==> config.mk <==
export PLATFORM = sky130hd
export DESIGN_NAME = bru_rotate_unit
export DESIGN_NICKNAME = d
export VERILOG_FILES = /design/src/core/bru_pkg.sv /design/src/core/bru_rotate_unit.sv
export SDC_FILE = /design/constraint.sdc
export NUM_CORES = 1
export LEC_CHECK = 0
export ABC_AREA = 1
export BUFFER_PORTS_ARGS = -buffer_cell sky130_fd_sc_hd__buf_2
export CAP_MARGIN = 20
export CORE_MARGIN = 10
export CORE_UTILIZATION = 40
export CTS_CLUSTER_SIZE = 24
export DETAILED_ROUTE_END_ITERATION = 16
export GPL_ROUTABILITY_DRIVEN = 0
export PLACE_DENSITY_LB_ADDON = 0.12
export SKIP_LAST_GASP = 1
export SLEW_MARGIN = 20
export SYNTH_ARGS = -nofsm -noshare
export SYNTH_HDL_FRONTEND = slang
export SYNTH_SLANG_ARGS = --single-unit
==> constraint.sdc <==
create_clock -name mclk_i -period 0.8 [get_ports mclk_i]
set_input_delay 0.08 -clock mclk_i [delete_from_list [all_inputs] [get_ports mclk_i]]
set_output_delay 0.08 -clock mclk_i [all_outputs]
set_load 0.02 [all_outputs]
==> src/core/bru_pkg.sv <==
// ****************************************
// rotate unit constants
// ****************************************
package bru_pkg;
   localparam int BRU_DATA_W = 8;
   localparam logic [7:0] BRU_ACC_RST = 8'h00;
   localparam logic BRU_CARRY_RST = 1'b0;
   localparam int BRU_MSB = 7;
   localparam int BRU_LSB = 0;

   typedef enum logic [2:0] {
      BRU_OP_NONE = 3'b000,
      rotate_left_to_acc_op = 3'b001,
      rotate_left_through_carry_op = 3'b010,
      rotate_left_through_carry_to_acc_op = 3'b011,
      rotate_right_op = 3'b100,
      rotate_right_to_acc_op = 3'b101,
      rotate_right_through_carry_op = 3'b110
   } bru_op_t;
endpackage : bru_pkg

==> src/core/bru_rotate_unit.sv <==
`timescale 1ns/1ps
`default_nettype none
module bru_rotate_unit
(
   // clock and reset
   input wire logic mclk_i,
   input wire logic sys_rst_i,
   // decoder
   input wire bru_pkg::bru_op_t op_i,
   // data memory read
   input wire logic [7:0] mem_rdata_i,
   // results
   output logic [7:0] acc_o,
   output logic carry_o,
   output logic [7:0] mem_wdata_o,
   output logic mem_we_o
);
   import bru_pkg::*;

   // ****************************************
   // state
   // ****************************************
   typedef struct packed {
      logic [BRU_DATA_W-1:0] acc;
      logic carry;
      logic [BRU_DATA_W-1:0] wdata;
      logic we;
   } bru_state_t;

   bru_state_t st;
   bru_state_t next_st;
   logic [7:0] rol;
   logic [7:0] ror;
   logic [7:0] rolc;
   logic [7:0] rorc;

   // ****************************************
   // rotate network
   // ****************************************
   // old operand and carry
   assign rol = {mem_rdata_i[6:0], mem_rdata_i[BRU_MSB]};
   assign ror = {mem_rdata_i[BRU_LSB], mem_rdata_i[7:1]};
   assign rolc = {mem_rdata_i[6:0], st.carry};
   assign rorc = {st.carry, mem_rdata_i[7:1]};

   always_comb
   begin
      next_st = st;
      next_st.we = 1'b0;
      unique case (op_i)
         BRU_OP_NONE:
         begin
            next_st.we = 1'b0;
         end
         rotate_left_to_acc_op:
         begin
            next_st.acc = rol;
         end
         rotate_left_through_carry_op:
         begin
            next_st.wdata = rolc;
            next_st.we = 1'b1;
            next_st.carry = mem_rdata_i[BRU_MSB];
         end
         rotate_left_through_carry_to_acc_op:
         begin
            next_st.acc = rolc;
            next_st.carry = mem_rdata_i[BRU_MSB];
         end
         rotate_right_op:
         begin
            next_st.wdata = ror;
            next_st.we = 1'b1;
         end
         rotate_right_to_acc_op:
         begin
            next_st.acc = ror;
         end
         rotate_right_through_carry_op:
         begin
            next_st.wdata = rorc;
            next_st.we = 1'b1;
            next_st.carry = mem_rdata_i[BRU_LSB];
         end
         default:
         begin
            next_st.we = 1'b0;
         end
      endcase
   end

   // ****************************************
   // registers
   // ****************************************
   // single commit
   always_ff @(posedge mclk_i)
   begin
      if (sys_rst_i)
      begin
         st.acc <= BRU_ACC_RST;
         st.carry <= BRU_CARRY_RST;
         st.wdata <= BRU_ACC_RST;
         st.we <= 1'b0;
      end
      else
      begin
         st <= next_st;
      end
   end

   assign acc_o = st.acc;
   assign carry_o = st.carry;
   assign mem_wdata_o = st.wdata;
   assign mem_we_o = st.we;

   // ****************************************
   // checks
   // ****************************************
   a_rol_acc_result: assert property (
      @(posedge mclk_i) disable iff (sys_rst_i)
      op_i == rotate_left_to_acc_op |=> !mem_we_o
         && acc_o == {$past(mem_rdata_i[6:0]), $past(mem_rdata_i[7])}
         && carry_o == $past(carry_o))
      else $error("left rotate to acc wrong");

   a_rolc_mem_result: assert property (
      @(posedge mclk_i) disable iff (sys_rst_i)
      op_i == rotate_left_through_carry_op |=> mem_we_o
         && mem_wdata_o == {$past(mem_rdata_i[6:0]), $past(carry_o)}
         && carry_o == $past(mem_rdata_i[7]))
      else $error("left rotate through carry wrong");

   a_rolc_acc_kept: assert property (
      @(posedge mclk_i) disable iff (sys_rst_i)
      op_i == rotate_left_through_carry_op |=> $stable(acc_o))
      else $error("left rotate through carry touched acc");

   a_rolc_acc_result: assert property (
      @(posedge mclk_i) disable iff (sys_rst_i)
      op_i == rotate_left_through_carry_to_acc_op |=> !mem_we_o
         && acc_o == {$past(mem_rdata_i[6:0]), $past(carry_o)}
         && carry_o == $past(mem_rdata_i[7]))
      else $error("left rotate carry to acc wrong");

   a_ror_mem_result: assert property (
      @(posedge mclk_i) disable iff (sys_rst_i)
      op_i == rotate_right_op |=> mem_we_o
         && mem_wdata_o == {$past(mem_rdata_i[0]), $past(mem_rdata_i[7:1])}
         && $stable(carry_o) && $stable(acc_o))
      else $error("right rotate wrong");

   a_ror_acc_result: assert property (
      @(posedge mclk_i) disable iff (sys_rst_i)
      op_i == rotate_right_to_acc_op |=> !mem_we_o
         && acc_o == {$past(mem_rdata_i[0]), $past(mem_rdata_i[7:1])}
         && $stable(carry_o))
      else $error("right rotate to acc wrong");

   a_rorc_mem_result: assert property (
      @(posedge mclk_i) disable iff (sys_rst_i)
      op_i == rotate_right_through_carry_op |=> mem_we_o
         && mem_wdata_o == {$past(carry_o), $past(mem_rdata_i[7:1])}
         && carry_o == $past(mem_rdata_i[0]))
      else $error("right rotate through carry wrong");

   a_rorc_acc_kept: assert property (
      @(posedge mclk_i) disable iff (sys_rst_i)
      op_i == rotate_right_through_carry_op |=> $stable(acc_o))
      else $error("right rotate through carry touched acc");

   a_idle_hold: assert property (
      @(posedge mclk_i) disable iff (sys_rst_i)
      op_i == BRU_OP_NONE |=> !mem_we_o && $stable(carry_o)
         && $stable(acc_o))
      else $error("idle changed state");

   a_carry_cause: assert property (
      @(posedge mclk_i) disable iff (sys_rst_i)
      !(op_i inside {rotate_left_through_carry_op,
         rotate_left_through_carry_to_acc_op,
         rotate_right_through_carry_op})
         |=> $stable(carry_o))
      else $error("carry changed without cause");

   // ****************************************
   // reset and hold checks
   // ****************************************
   a_reset_clears: assert property (
      @(posedge mclk_i)
      sys_rst_i |=> acc_o == BRU_ACC_RST && carry_o == BRU_CARRY_RST
         && !mem_we_o && mem_wdata_o == BRU_ACC_RST)
      else $error("reset values wrong");

   a_acc_cause: assert property (
      @(posedge mclk_i) disable iff (sys_rst_i)
      !(op_i inside {rotate_left_to_acc_op,
         rotate_left_through_carry_to_acc_op,
         rotate_right_to_acc_op})
         |=> $stable(acc_o))
      else $error("acc changed without cause");

   a_we_cause: assert property (
      @(posedge mclk_i) disable iff (sys_rst_i)
      !(op_i inside {rotate_left_through_carry_op,
         rotate_right_op,
         rotate_right_through_carry_op})
         |=> !mem_we_o)
      else $error("memory written without cause");

   a_wdata_hold: assert property (
      @(posedge mclk_i) disable iff (sys_rst_i)
      !(op_i inside {rotate_left_through_carry_op,
         rotate_right_op,
         rotate_right_through_carry_op})
         |=> $stable(mem_wdata_o))
      else $error("write data moved without a write");

   a_bad_code_idle: assert property (
      @(posedge mclk_i) disable iff (sys_rst_i)
      3'(op_i) == 3'h7 |=> !mem_we_o && $stable(carry_o)
         && $stable(acc_o))
      else $error("unused code changed state");
endmodule : bru_rotate_unit
`default_nettype wire

==> flow_metrics.tcl <==
set metrics [dict create \
    tightest_slew_ps 341 \
    wire_per_inst_um 11.7 \
    yosys_warnings 0 \
    r2r_cells 7 \
    rsz0062_at_grt "true" \
    core_um2 2430 \
    dieArea_um2 4890 \
    antenna_found_initial 0 \
    finalCritPeriodShare_pct 119 \
    critPathMaxFanout 2 \
    r2r_start "carry_o" \
    row_count 18 \
    io_buffers 30 \
    grt_max_degree 16 \
    cts.sinks 18 \
    worst_slack_ps -155 \
    avgSynthCellArea_um2 6.19 \
    drt_wl_total_mm 2.73 \
    drc 0 \
    setup_viol 21 \
    ctsHtreeMaxLevel 1 \
    hpwl_mm 2.09 \
    detail-route-antenna-nets 0 \
    clk_latency_ps 290 \
    diodes 0 \
    ys_seq_area_share_pct 36.2 \
    die_height_um 69.9 \
    r2r_slack_ps -140 \
    grt-ovfl-total 0 \
    power.leakage_nw 0.736 \
    hold_end "acc_o[2]" \
    ys_types 19 \
    dr.pass1.iters 4 \
    utilization_pct 60.1 \
    synth_area_leaders "dfxtp_1 36%, nand2_1 18%, nor2_1 14%, inv_1 6.4%, nand3_1 5.5%" \
    cts_made_buffers 3 \
    post-route-min-period_ps 955 \
    tns_ps -861 \
    async_flop_share_pct 0 \
    yosysMostFrequentCell "nand2_1" \
    violations "negative setup slack" \
    routed_via_density 4.70 \
    syn_to_final_growth_pct 46.7 \
    initial_core_util_pct 40.9 \
    drv_cap 0 \
    grt_first_pass_wirelength_mm 4.57 \
    ys_seq_elements 18 \
    vdd_drop_max_uv 908 \
    powerDensity_nw_per_um2 1460 \
    grt_pass1_vias 1073 \
    hold_viol 0 \
    cts.root.buffer_cell "clkbuf_4" \
    groute.usage.overall_pct 10.9 \
    synth_top_area_cell "dfxtp_1" \
    synthesis.area_um2 996 \
    fmax_mhz 1050 \
    synth_edf_count 0 \
    critPathArrivalTime_ps 880 \
    synthFlopType "dfxtp_1" \
    critical_path_required_ps 720 \
    status "finished with violations" \
    synth_cells 161 \
    die_w_um 69.9 \
    drv_slew 0 \
    clk_pin_slew_ps 100 \
    ios 31 \
    hold_path_depth 5 \
    drive_above_1_share_pct 40.9 \
    fin_worst_skew_ps 2.04 \
    num_vias 1094 \
    place_inst 224 \
    hp-class "in2reg" \
    end_kind "output pin" \
    synth.top_cell.area_share_pct 36.2 \
    n_fill_cell 229 \
    dp_slack_ps -177 \
    r2r-end "mem_wdata_o[0]" \
    cts_buffer_depth 2 \
    mappedNetlistNets 174 \
    fin_cells 233 \
    synthTopCellsByCount "47 x nand2_1, 38 x nor2_1, 18 x dfxtp_1" \
    startpoint_type "flip-flop" \
    finalNetCount 217 \
    crit_type "reg2out" \
    cts_tree "built" \
    drtIter0Drc 74 \
    holdCritStartpoint "mem_rdata_i[3]" \
    relSlewSlack_pct 77.3 \
]
worst max path at each step:
| stage | slack, ps | to | startpoint |
|---|---|---|---|
| after floorplan | -20 | acc_o[0] | carry_o |
| after global placement | -150 | acc_o[0] | op_i[2] |
| after detailed placement | -180 | acc_o[0] | op_i[2] |
| after CTS | -160 | carry_o | carry_o |
| after global routing | -190 | carry_o | carry_o |
| final | -160 | carry_o | carry_o |
report_power, final:
group | leakage, nW | internal, mW | switching [mW]
Sequential | 0.155 | 0.971 | 0.0420
Combinational | 0.566 | 0.299 | 0.357
Clock | 0.0150 | 0.194 | 0.267
Total | 0.736 | 1.46 | 0.667
registers in the layout, summed over array words and instances (netlist names):
name	cells
acc_o	8
mem_we_o	1
mem_wdata_o	8
carry_o	1
metal layers:
layer	GRT usage (%)	vias up	wire, um
met5	0	-	0
met4	3.95	0	17
met3	3.53	2	198
met2	17.9	32	1340
met1	12.9	489	1180
li1	-	571	-
layout make-up:
cell class	instances	area, um2	area share [%]
clock buffer	4	26.3	1.80
inverter	19	78.8	5.39
multi-input combinational	118	546	37.3
sequential	18	385	26.4
tap	30	37.5	2.57
timing repair buffer	44	388	26.5
critical path, stage by stage, from the launching register on:
cell and delay (ps):
dfxtp_4 360, buf_6 110, buf_6 120
cells by family (layout without fill, tap and decap cells):
| group | count (synthesis) | after routing | share of synthesized area [%] |
|---|---|---|---|
| compound gates | 14 | 14 | 8.42 |
| buf+inv | 25 | 67 | 12.7 |
| flops | 18 | 18 | 36.2 |
| simple gates | 104 | 104 | 42.7 |
cells in the final DEF (no fill, tap or decap), drive strengths merged:
cell	instances
nand2	49
buf	44
nor2	42
inv	19
dfxtp	18
nand3	11
o21ai	8
a21oi	5
clkbuf	4
nand3b	1
nand4	1
o21bai	1
stage by stage:
stage | instance area (um2) | hold WS, ps | power, mW
3_5_place_dp | 1220 | 424 | 1.54
4_1_cts | 1410 | 114 | 2.13
2_1_floorplan | 1010 | 275 | 1.36
6_report | 1460 | 127 | 2.13
5_1_grt | 1460 | 133 | 2.26
3_3_place_gp | 1220 | 423 | 1.53
timing repair:
action                                  in CTS  in global routing
pin swaps                                    2                  8
hold buffers                                 0                  0
gates resized for setup                     53                 12
setup buffers                                3                  2
endpoints found under the setup margin      20                 23
cloned                                       0                  0
(Power assumes the default switching activity.)
